--- config.mk ---
export PLATFORM = sky130hd
export DESIGN_NAME = drive_digital_io_config
export DESIGN_NICKNAME = d
export VERILOG_FILES = /design/src/inc/dio_pkg.sv /design/src/rtl/aux_pair_channel.sv /design/src/rtl/drive_digital_io_config.sv
export SDC_FILE = /design/constraint.sdc
export NUM_CORES = 1
export LEC_CHECK = 0
export BUFFER_PORTS_ARGS = -buffer_cell sky130_fd_sc_hd__buf_4
export CORE_MARGIN = 3
export CORE_UTILIZATION = 58
export CTS_CLUSTER_SIZE = 28
export DETAILED_ROUTE_END_ITERATION = 6
export PLACE_DENSITY = 0.82
export SLEW_MARGIN = 10
export SYNTH_ARGS = -nofsm -noshare
export SYNTH_HDL_FRONTEND = slang
export SYNTH_SLANG_ARGS = --single-unit
--- constraint.sdc ---
create_clock -name pclk -period 2.7 [get_ports pclk]
set_input_delay 0.135 -clock pclk [delete_from_list [all_inputs] [get_ports pclk]]
set_output_delay 0.135 -clock pclk [all_outputs]
set_load 0.01 [all_outputs]
--- src/inc/dio_pkg.sv ---
`default_nettype none
package dio_pkg;
	// =====================================================
	// Register map (byte addresses)
	localparam logic [7:0] AUX_CTRL_ADDR = 8'h00;
	localparam logic [7:0] AUX_STATUS_ADDR = 8'h04;
	localparam logic [7:0] AUX_USER_ADDR = 8'h08;
	localparam logic [7:0] RELAY_ADDR = 8'h0C;
	localparam logic [7:0] DOUT_CTRL_ADDR = 8'h10;
	localparam logic [7:0] DOUT_THRESH0_ADDR = 8'h14;
	localparam logic [7:0] DOUT_THRESH1_ADDR = 8'h18;
	localparam logic [7:0] DOUT_STATUS_ADDR = 8'h1C;
	// =====================================================
	// Field positions
	localparam int DIR_LSB = 0;
	localparam int INV_LSB = 8;
	localparam int EMU_LSB = 16;
	localparam int EMU_W = 5;
	localparam int OUTLVL_LSB = 8;
	localparam int FSEL_W = 5;
	localparam int FSEL_STRIDE = 8;
	localparam int ULVL_LSB = 16;
	localparam int RELAY_BIT = 4;
	// =====================================================
	// Reset values and special codes
	localparam logic [EMU_W-1:0] EMU_RESET = 5'h00;
	localparam logic [EMU_W-1:0] EMU_AUX_IO = 5'h0A;
	localparam logic [7:0] PAIR_RESET = 8'h00;
	localparam logic RELAY_POLICY_RESET = 1'b0;
	localparam logic [31:0] THRESH_RESET = 32'h00000000;
	// =====================================================
	// Output function codes
	typedef enum logic [FSEL_W-1:0] {
		FN_USER = 5'h00,
		FN_MAINS_READY = 5'h01,
		FN_SW_LIMIT = 5'h02,
		FN_MOVE_DONE = 5'h03,
		FN_IN_POSITION = 5'h04,
		FN_POS_ABOVE = 5'h05,
		FN_POS_BELOW = 5'h06,
		FN_WARNING = 5'h07,
		FN_ENABLED = 5'h08,
		FN_RESERVED9 = 5'h09,
		FN_BRAKE = 5'h0A,
		FN_FAULT = 5'h0B,
		FN_SPEED_ABOVE = 5'h0C,
		FN_SPEED_BELOW = 5'h0D,
		FN_HOMED = 5'h0E,
		FN_POS_SWITCH = 5'h0F,
		FN_CMD_BUFFER = 5'h10,
		FN_INDEX = 5'h13,
		FN_NO_CTRL_STOP = 5'h14,
		FN_FAULT_POWER = 5'h15
	} out_func_t;
endpackage
`default_nettype wire

--- src/rtl/aux_pair_channel.sv ---
`timescale 1ns/1ns
`default_nettype none
module aux_pair_channel (
	input wire logic pclk, // Logic clock
	input wire logic presetn, // Async reset, active low
	input wire logic pos_in, // Plus leg from pin
	input wire logic neg_in, // Minus leg from pin
	output logic pos_out, // Plus leg drive value
	output logic neg_out, // Minus leg drive value
	output logic pos_oe, // Plus leg enable
	output logic neg_oe, // Minus leg enable
	input wire logic active, // Emulation mode selects this I/O
	input wire logic dir, // 1 output, 0 input
	input wire logic inv, // Polarity invert
	input wire logic user_level, // Level to drive in output direction
	output logic in_level // Decoded input level
);
	// =====================================================
	// Synchroniser
	logic pos_meta, neg_meta, pos_sync, neg_sync;
	always_ff @(posedge pclk or negedge presetn) begin
		if (!presetn) begin
			pos_meta <= 1'b0;
			neg_meta <= 1'b0;
			pos_sync <= 1'b0;
			neg_sync <= 1'b0;
		end else begin
			pos_meta <= pos_in;
			neg_meta <= neg_in;
			pos_sync <= pos_meta;
			neg_sync <= neg_meta;
		end
	end
	// =====================================================
	// Decode and drive
	wire use_inv = active & inv;
	wire plus_high = pos_sync & ~neg_sync;
	wire minus_high = neg_sync & ~pos_sync;
	wire drive_level = user_level ^ use_inv;
	always_ff @(posedge pclk or negedge presetn) begin
		if (!presetn) begin
			in_level <= 1'b0;
			pos_out <= 1'b0;
			neg_out <= 1'b1;
		end else begin
			in_level <= use_inv ? minus_high : plus_high;
			pos_out <= drive_level;
			neg_out <= ~drive_level;
		end
	end
	// Driving only when the emulation mode owns the pair avoids fighting field inputs
	assign pos_oe = active & dir;
	assign neg_oe = active & dir;
endmodule // aux_pair_channel
`default_nettype wire

--- src/rtl/drive_digital_io_config.sv ---
`timescale 1ns/1ns
`default_nettype none
module drive_digital_io_config import dio_pkg::*; #(
	parameter int NUM_PAIRS = 3,
	parameter int NUM_OUTS = 2
) (
	input wire logic pclk, // APB clock, 100 MHz
	input wire logic presetn, // APB reset, active low
	input wire logic psel, // APB select
	input wire logic penable, // APB enable
	input wire logic pwrite, // APB direction
	input wire logic [7:0] paddr, // APB byte address
	input wire logic [31:0] pwdata, // APB write data
	output logic [31:0] prdata, // APB read data
	output logic pready, // APB ready
	output logic pslverr, // APB error on unmapped address
	input wire logic [NUM_PAIRS-1:0] pair_pos_in, // Connector plus legs in
	input wire logic [NUM_PAIRS-1:0] pair_neg_in, // Connector minus legs in
	output logic [NUM_PAIRS-1:0] pair_pos_out, // Connector plus legs out
	output logic [NUM_PAIRS-1:0] pair_neg_out, // Connector minus legs out
	output logic [NUM_PAIRS-1:0] pair_pos_oe, // Plus leg enables
	output logic [NUM_PAIRS-1:0] pair_neg_oe, // Minus leg enables
	input wire logic drive_fault, // Any fault present
	input wire logic drive_enabled, // Drive enabled
	input wire logic mains_ready, // Mains ready
	input wire logic sw_limit, // Software limit reached
	input wire logic move_done, // Move complete
	input wire logic in_position, // In position
	input wire logic drive_warning, // Warning present
	input wire logic motor_brake, // Brake command
	input wire logic homing_done, // Homing complete
	input wire logic [7:0] position_switch_flags, // Position switch flags
	input wire logic cmd_buffer_active, // Command buffer active
	input wire logic encoder_index, // Encoder index pulse
	input wire logic ctrl_stop_active, // Controlled stop active
	input wire logic fault_power_off, // Fault disabling power stage
	input wire logic signed [31:0] position, // Actual position
	input wire logic signed [31:0] velocity, // Actual velocity
	output logic [NUM_OUTS-1:0] dout, // Digital outputs, bit 0 is first
	output logic relay_closed // Fault relay closed
);
	// =====================================================
	// Elaboration checks
	if (NUM_PAIRS < 1 || NUM_PAIRS > 8) begin : g_bad_pairs
		$error("NUM_PAIRS must be 1 to 8");
	end
	if (NUM_OUTS != 2) begin : g_bad_outs
		$error("NUM_OUTS must be 2");
	end

	// =====================================================
	// Registers
	logic [NUM_PAIRS-1:0] pair_direction;
	logic [NUM_PAIRS-1:0] pair_polarity_invert;
	logic [EMU_W-1:0] emulation_mode_select;
	logic [NUM_PAIRS-1:0] aux_user_level;
	logic fault_relay_policy;
	logic [FSEL_W-1:0] output_function_select [NUM_OUTS];
	logic [NUM_OUTS-1:0] user_output_level;
	logic [31:0] output_threshold_param [NUM_OUTS];
	logic [NUM_PAIRS-1:0] input_level_readback;

	// =====================================================
	// Bus decode
	wire setup = psel & ~penable;
	wire access = psel & penable;
	wire wr_en = access & pwrite;
	wire hit_ctrl = paddr == AUX_CTRL_ADDR;
	wire hit_status = paddr == AUX_STATUS_ADDR;
	wire hit_user = paddr == AUX_USER_ADDR;
	wire hit_relay = paddr == RELAY_ADDR;
	wire hit_dctrl = paddr == DOUT_CTRL_ADDR;
	wire hit_th0 = paddr == DOUT_THRESH0_ADDR;
	wire hit_th1 = paddr == DOUT_THRESH1_ADDR;
	wire hit_dstat = paddr == DOUT_STATUS_ADDR;
	wire mapped = hit_ctrl | hit_status | hit_user | hit_relay | hit_dctrl | hit_th0 | hit_th1 | hit_dstat;
	wire [NUM_OUTS-1:0] hit_th = {hit_th1, hit_th0};
	wire aux_active = emulation_mode_select == EMU_AUX_IO;

	// Zero wait states: read data is captured in the setup cycle
	assign pready = access;
	assign pslverr = access & ~mapped;

	// =====================================================
	// Output function evaluation
	function automatic logic abs_gt(input logic signed [31:0] v, input logic [31:0] t);
		logic [31:0] mag;
		mag = v[31] ? 32'(-v) : 32'(v);
		return mag > t;
	endfunction

	function automatic logic abs_lt(input logic signed [31:0] v, input logic [31:0] t);
		logic [31:0] mag;
		mag = v[31] ? 32'(-v) : 32'(v);
		return mag < t;
	endfunction

	function automatic logic func_value(
		input logic [FSEL_W-1:0] sel,
		input logic ulvl,
		input logic [31:0] thr,
		input logic [15:0] flags,
		input logic signed [31:0] pos,
		input logic signed [31:0] vel
	);
		logic r;
		r = 1'b0;
		unique case (out_func_t'(sel))
			FN_USER: r = ulvl;
			FN_MAINS_READY: r = flags[0];
			FN_SW_LIMIT: r = flags[1];
			FN_MOVE_DONE: r = flags[2];
			FN_IN_POSITION: r = flags[3];
			FN_POS_ABOVE: r = pos > $signed(thr);
			FN_POS_BELOW: r = pos < $signed(thr);
			FN_WARNING: r = flags[4];
			FN_ENABLED: r = flags[5];
			FN_BRAKE: r = flags[6];
			FN_FAULT: r = flags[7];
			FN_SPEED_ABOVE: r = abs_gt(vel, thr);
			FN_SPEED_BELOW: r = abs_lt(vel, thr);
			FN_HOMED: r = flags[8];
			FN_POS_SWITCH: r = flags[9];
			FN_CMD_BUFFER: r = flags[10];
			FN_INDEX: r = flags[11];
			FN_NO_CTRL_STOP: r = flags[12];
			FN_FAULT_POWER: r = flags[13];
			default: r = 1'b0;
		endcase
		return r;
	endfunction

	// Status sources arrive from logic on this clock, so no synchroniser
	wire [15:0] status_flags = {
		2'b00,
		fault_power_off,
		~ctrl_stop_active,
		encoder_index,
		cmd_buffer_active,
		|position_switch_flags,
		homing_done,
		drive_fault,
		motor_brake,
		drive_enabled,
		drive_warning,
		in_position,
		move_done,
		sw_limit,
		mains_ready
	};

	logic [NUM_OUTS-1:0] next_dout;
	logic [NUM_OUTS-1:0] fsel_write;
	logic [FSEL_W-1:0] fsel_wdata [NUM_OUTS];

	// =====================================================
	// Per-output logic
	genvar gi;
	generate
		for (gi = 0; gi < NUM_OUTS; gi++) begin : g_out
			assign fsel_wdata[gi] = pwdata[gi*FSEL_STRIDE +: FSEL_W];
			assign fsel_write[gi] = wr_en & hit_dctrl;
			assign next_dout[gi] = func_value(output_function_select[gi], user_output_level[gi],
				output_threshold_param[gi], status_flags, position, velocity);
			wire fsel_change = fsel_write[gi] & (fsel_wdata[gi] != output_function_select[gi]);

			always_ff @(posedge pclk or negedge presetn) begin
				if (!presetn) begin
					output_function_select[gi] <= FN_USER;
					user_output_level[gi] <= 1'b0;
					output_threshold_param[gi] <= THRESH_RESET;
				end else begin
					if (fsel_write[gi]) begin
						output_function_select[gi] <= fsel_wdata[gi];
						user_output_level[gi] <= pwdata[ULVL_LSB+gi];
					end
					if (fsel_change)
						output_threshold_param[gi] <= THRESH_RESET;
					else if (wr_en && hit_th[gi])
						output_threshold_param[gi] <= pwdata;
				end
			end
		end
	endgenerate

	// =====================================================
	// Auxiliary pairs
	generate
		for (gi = 0; gi < NUM_PAIRS; gi++) begin : g_pair
			aux_pair_channel u_pair (
				.pclk(pclk),
				.presetn(presetn),
				.pos_in(pair_pos_in[gi]),
				.neg_in(pair_neg_in[gi]),
				.pos_out(pair_pos_out[gi]),
				.neg_out(pair_neg_out[gi]),
				.pos_oe(pair_pos_oe[gi]),
				.neg_oe(pair_neg_oe[gi]),
				.active(aux_active),
				.dir(pair_direction[gi]),
				.inv(pair_polarity_invert[gi]),
				.user_level(aux_user_level[gi]),
				.in_level(input_level_readback[gi])
			);
		end
	endgenerate

	// =====================================================
	// Configuration writes
	always_ff @(posedge pclk or negedge presetn) begin
		if (!presetn) begin
			pair_direction <= NUM_PAIRS'(PAIR_RESET);
			pair_polarity_invert <= NUM_PAIRS'(PAIR_RESET);
			emulation_mode_select <= EMU_RESET;
			aux_user_level <= NUM_PAIRS'(PAIR_RESET);
			fault_relay_policy <= RELAY_POLICY_RESET;
		end else begin
			if (wr_en && hit_ctrl) begin
				pair_direction <= pwdata[DIR_LSB +: NUM_PAIRS];
				pair_polarity_invert <= pwdata[INV_LSB +: NUM_PAIRS];
				emulation_mode_select <= pwdata[EMU_LSB +: EMU_W];
			end
			if (wr_en && hit_user)
				aux_user_level <= pwdata[NUM_PAIRS-1:0];
			if (wr_en && hit_relay)
				fault_relay_policy <= pwdata[0];
		end
	end

	// =====================================================
	// Outputs and relay
	wire next_relay = fault_relay_policy ? drive_enabled : ~drive_fault;

	always_ff @(posedge pclk or negedge presetn) begin
		if (!presetn) begin
			dout <= '0;
			relay_closed <= 1'b0;
		end else begin
			dout <= next_dout;
			relay_closed <= next_relay;
		end
	end

	// =====================================================
	// Read data
	// The output level readback shows the user level, never the inverted pin value
	wire [31:0] rd_ctrl = 32'(pair_direction) | (32'(pair_polarity_invert) << INV_LSB)
		| (32'(emulation_mode_select) << EMU_LSB);
	wire [31:0] rd_status = 32'(input_level_readback) | (32'(aux_user_level) << OUTLVL_LSB);
	wire [31:0] rd_dctrl = 32'(output_function_select[0]) | (32'(output_function_select[1]) << FSEL_STRIDE)
		| (32'(user_output_level) << ULVL_LSB);
	wire [1:0] packed_outputs = {dout[0], dout[1]};
	wire [31:0] rd_dstat = 32'(packed_outputs) | (32'(relay_closed) << RELAY_BIT);
	wire [31:0] rd_mux =
		hit_ctrl ? rd_ctrl :
		hit_status ? rd_status :
		hit_user ? 32'(aux_user_level) :
		hit_relay ? 32'(fault_relay_policy) :
		hit_dctrl ? rd_dctrl :
		hit_th0 ? output_threshold_param[0] :
		hit_th1 ? output_threshold_param[1] :
		hit_dstat ? rd_dstat : 32'h00000000;

	always_ff @(posedge pclk or negedge presetn) begin
		if (!presetn)
			prdata <= 32'h00000000;
		else if (setup && !pwrite)
			prdata <= rd_mux;
	end
endmodule // drive_digital_io_config
`default_nettype wire

Yosys cells after proc, flatten, opt, wreduce, memory -nomap -nowiden
Cells that the tools add are included.

storage, ports and cells
  output and inout port bits = 49
  ROM bits = 0
  flip-flop bits (word level) = 147
  memories = 0
  logic and storage cells = 170
  bits in writable memories = 0
  latch bits = 0

cells by class
  reduce and logical (&&, ||, !) cells = 13
  bitwise gates (word level) = 48
  mux-type cells = 19
  $add $sub $neg = 1
  equal/unequal tests = 46
  magnitude comparators = 8
  multipliers = 0
  shifts and indexed selects = 0
  div/mod/pow operators = 0

operator list
  kind                count
  $mux 32             12
  $gt 32x32->1        4
  $lt 32x32->1        4
  $eq 5x4->1 const B  15
  $eq 5x3->1 const B  8
  $eq 5x5->1 const B  8
  $pmux 1 s19         2
  $eq 8x5->1 const B  4
  $neg 32->32         1
  $or 3x11->11        2
  $or 11x21->21       1
  $eq 5x2->1 const B  4
  $and 1x1->1         19
  $or 13x18->18       1
  $eq 8x4->1 const B  2
  $not 1->1           13
  $or 5x13->13        1
  $eq 5x1->1 const B  2
  $logic_not 5->1     2
  $ne 5x5->1          2
  $eq 8x3->1 const B  1
  $logic_not 8->1     1
  $reduce_or 8->1     1
  $or 1x1->1          7
  7 further kinds     18

Logic depth before layout (Yosys ltp)
  depth after elaboration = 10
  gate-level depth with buffers = 17

Hierarchy
Synthesis repeated with hierarchy kept, for this count alone.

unflattened totals
  cells, all modules = 1191
  area, all modules = 10397.5 µm²

modules (own cells, without submodules)
  module                   sequential area each (µm²)  instances  area each (µm²)  cells an instance
  drive_digital_io_config  3153.0                      1          9688.0           1146
  aux_pair_channel         176.4                       3          236.5            15

Worst setup path before layout
OpenSTA, ideal clock, no wires.

  path type = in2reg
  from = input velocity[0]
  to = register dout[1]
  buffers on the path = 0
  data arrival time = 3826 ps
  path slack = -1253 ps
  required time = 2574 ps
  cell stages on the path = 16
  setup time = 126 ps
  cells stage by stage = inv_1 > ha_1 > or4b_4 > or4_4 > or3_4 > nor2_1 > nand2_1 > o41ai_2 > xnor2_1 > ha_1 > nand4_1 > nor4_1 > o41ai_1 > o211ai_1 > mux2_2 > a311o_1

on the way
  word-level cells in the longest chain between the ends = 4
  elaborated cells between the ends (all ways) = 5
  classes of those cells = add/sub: 1; order compare: 2; mux: 2

ends and longest elaborated chain
  what                                                 RTL line                                                      text
  start: declaration                                   drive_digital_io_config.sv:38                                 input wire logic signed [31:0] velocity,
  $neg 32->32                                          drive_digital_io_config.sv:88, drive_digital_io_config.sv:94
  $mux 32 *                                            drive_digital_io_config.sv:88, drive_digital_io_config.sv:94
  $lt 32x32->1 / $gt 32x32->1 (equally long branches)  drive_digital_io_config.sv:95, drive_digital_io_config.sv:89
  $pmux 1 s19 *                                        drive_digital_io_config.sv:108                                unique case (out_func_t'(sel))
  net next_dout[1]                                     drive_digital_io_config.sv:152                                logic [NUM_OUTS-1:0] next_dout;
  end signal: assignment                               drive_digital_io_config.sv:239                                dout <= next_dout;
  end: declaration                                     drive_digital_io_config.sv:39                                 output logic [NUM_OUTS-1:0] dout,

Mark *: on every way through the listed nets, which the timed path passes. The rest lies on a longest branch.
A chain may end at the register's enable or synchronous reset.

Worst setup path in the final report
Same ends and word-level chain as after synthesis.

==> impl_metrics.toml <==
[sta]
hold_viol_final = 0
rsz0062_at_grt = "yes"
finClkSkew_ns = 0.0108
worstMarginPinSlew_ns = 0.870
fin_crit_ns = 3.79
max_freq_mhz = 264
slew_headroom_pct = 41.5
tns_ns = -2.10
final.setup.worst_slack_ns = -1.09
setup_viol = 2
hold_slack_ns = 0.0342
report.final.slew_viol_count = 0
period_share_pct = 140

[global_routing]
grt_pass1_vias = 10800
antenna_found_initial = 0
grt_start_max_net_pins = 68
grt-ovfl-total = 0
track_usage_pct = 35.3
grt_pass1_wl_um = 55300

[final_layout]
multiInputGateArea_mm2 = 0.00633
fin_area_mm2 = 0.0138
fill_cells = 1184
area_growth_pct = 31.0
fin_util_pct = 78.6
layout.nets = 1744
fin_cells = 1717
diodes = 0
layout-drive-gt1-share_pct = 24.7
ff_latch_area_mm2 = 0.00368

[routing]
drt-total-wl_um = 35100
dr.pass1.iters = 6
vias = 10700
ant_nets = 0
drt_iter0_drc = 1183
vias_per_cell = 6.22
drcViolationCount = 0
wire_per_inst_um = 20.5

[clock_network]
clock_tree.root_cell = "clkbuf_16"
numCtsBuffers = 17
clk_pin_slew_ns = 0.07
cts_num_sinks = 147
clockBufferDepth = 2
cts_tree = "built"
htreeDepth = 4
clkLatencyLatePin_ns = 0.44

[setup_path]
path_cells = "buf_12, inv_16, ha_4, or4b_4, or4_4, or3_4, or2_4, o41ai_4, xnor2_2, ha_1, nand4_1, nor4_2, o41ai_1, o211ai_1, mux2_4, a311o_1"
cpLargestDelayFamily = "simple AND/OR/NAND/NOR gates"
max_stage_delay_ns = 0.51
worstPathArrival_ns = 4.10
worstSetupPathType = "in -> reg"
critPathMaxFanout = 3
start_kind = "input pin"
crit_required_ns = 3.01
slowest_stage = "or4_4"
critPathBufInv = 2
cp-end-kind = "flip-flop"

[synthesis]
muxShareOfSynthArea_pct = 5.41
yosysTopAreaCell = "dfrtp_1"
yosys-top-cells-area = "dfrtp_1, ha_1, nand2_1"
yosysWarnings = 0
synth_edf_count = 0
async_reset_ff_share_pct = 100
synth_top_area_share_pct = 34.2
synth-main-ff-cell = "dfrtp_1"
synth-compound-area-share_pct = 17.1
avgSynthCellArea_um2 = 8.73
synthAdderAreaFrac_pct = 15.3
yosysMostFrequentCell = "nand2_1"
synth_seq_cells = 147
synth_seq_area_share_pct = 35.0
synth_top_family_by_area = "simple AND/OR/NAND/NOR gates"
ys_types = 68
synth_simple_gate_area_share_pct = 17.9
synthCells = 1206
syn_nets = 1471
synth_xor_area_share_pct = 3.58
synth_common_cells = "nand2_1, dfrtp_1, a21oi_1"
synth_area_mm2 = 0.0105

[pwr]
switching_share_pct = 30.4
ir_drop_v = 0.000444
power.total_mw = 5.81
p_sw_mw = 1.77
leakagePower_nw = 6.18
seq_power_share_pct = 39.3
p_clk_share_pct = 41.5
power.internal_mw = 4.04
p_per_area_mw_per_mm2 = 421
combPwrFrac_pct = 19.2

[run]
maxCapViolCount = 0

[die]
dieArea_mm2 = 0.0198
die_h_um = 141
ioPinCount = 185
start_util_pct = 60.0
rows = 48
core_mm2 = 0.0175
fp.dieW_um = 141

[run_status]
violations = "setup timing"
status = "finished with violations"

[placement]
place_inst = 1639
dpl_cell_area_mm2 = 0.0127
portBuffers = 184
gp_congestion = 0.971
hpwl_um = 25500
pre_cts_slack_ns = -1.63

[min_path]
hp-class = "in -> reg"
[power by group through the flow]
stage               Combinational [mW]  Sequential, mW  Clock, mW
floorplan                        0.507            2.31          0
global placement                 0.992            2.32          0
detailed placement                1.02            2.32          0
CTS                               1.09            2.28       2.42
global route                      1.23            2.29       2.52
finish                            1.11            2.28       2.41
[worst paths after layout]
path / start / to / slack (ns) / depth (start not counted)
max: velocity[0] / dout[1] / -1.09 / 16
min: pwdata[0] / output_threshold_param[32] / 0.03 / 3
max reg2reg: output_threshold_param[7] / dout[1] / -0.02 / 9
min reg2reg: g_pair[0].u_pair.neg_meta / g_pair[0].u_pair.neg_sync / 0.35 / 0
max in group asynchronous: presetn / output_threshold_param[40] / 1.61 / 3
min in group asynchronous: presetn / prdata[21] / 0.24 / 2
[registers in the layout, summed over array words and instances, names as in the netlist]
signal	cells
output_threshold_param	64
prdata	32
output_function_select	10
emulation_mode_select	5
aux_user_level	3
g_pair.u_pair.in_level	3
g_pair.u_pair.neg_meta	3
g_pair.u_pair.neg_out	3
g_pair.u_pair.neg_sync	3
g_pair.u_pair.pos_meta	3
g_pair.u_pair.pos_out	3
g_pair.u_pair.pos_sync	3
pair_direction	3
pair_polarity_invert	3
dout	2
user_output_level	2
fault_relay_policy	1
relay_closed	1
[area by class of cell]
type                       count  share of cell area, %
timing repair buffer         321                   18.7
clock buffer                  17                   3.09
tap                          225                   2.04
multi-input combinational    914                   45.9
inverter                      78                   2.26
clock inverter                15                   1.26
sequential                   147                   26.7
[timing repair]
item | in CTS | in global routing
hold buffers | 40 | 0
buffers inserted | 6 | 0
setup endpoints to repair | 2 | 2
gates resized for setup | 10 | 1
pin swaps | 2 | 1
endpoints found under the hold margin | 132 | 0
[worst reg2reg max path: stages (launching register included)]
cell and delay, ns:
dfrtp_1 0.38, inv_1 0.08, ha_1 0.31, a21oi_1 0.15
o21ai_0 0.13, a22o_1 0.22, o41ai_1 0.67, a22o_1 0.26
nand3_1 0.07, a311o_1 0.33
[cells by family (layout without fill, tap and decap cells)]
family / Yosys count / in the layout
xor gates and xnor gates: 43 / 43
muxes: 51 / 51
adders and majority gates: 129 / 129
buffers and inverters: 145 / 431
DFF: 147 / 147
and+or+nand+nor: 395 / 395
AOI/OAI and AO/OA: 296 / 296
[cells in the final DEF (no fill, tap or decap), types with 29 or more instances in the layout]
cell type and count:
nand2_1 223, inv_1 76, ha_1 127, dfrtp_1 144, buf_4 274, dlygate4sd3_1 40, a21oi_1 131, o21ai_0 64
nor2_1 29, xnor2_1 38
[layer usage]
layer,track usage [%],part of all wire (%),routed length (µm)
met2,55.5,46,16100
met3,7.84,10,3540
met5,0,0,0
met1,47.7,41,14300
met4,13.9,3.5,1220
Power figures use the tool's default switching activity.
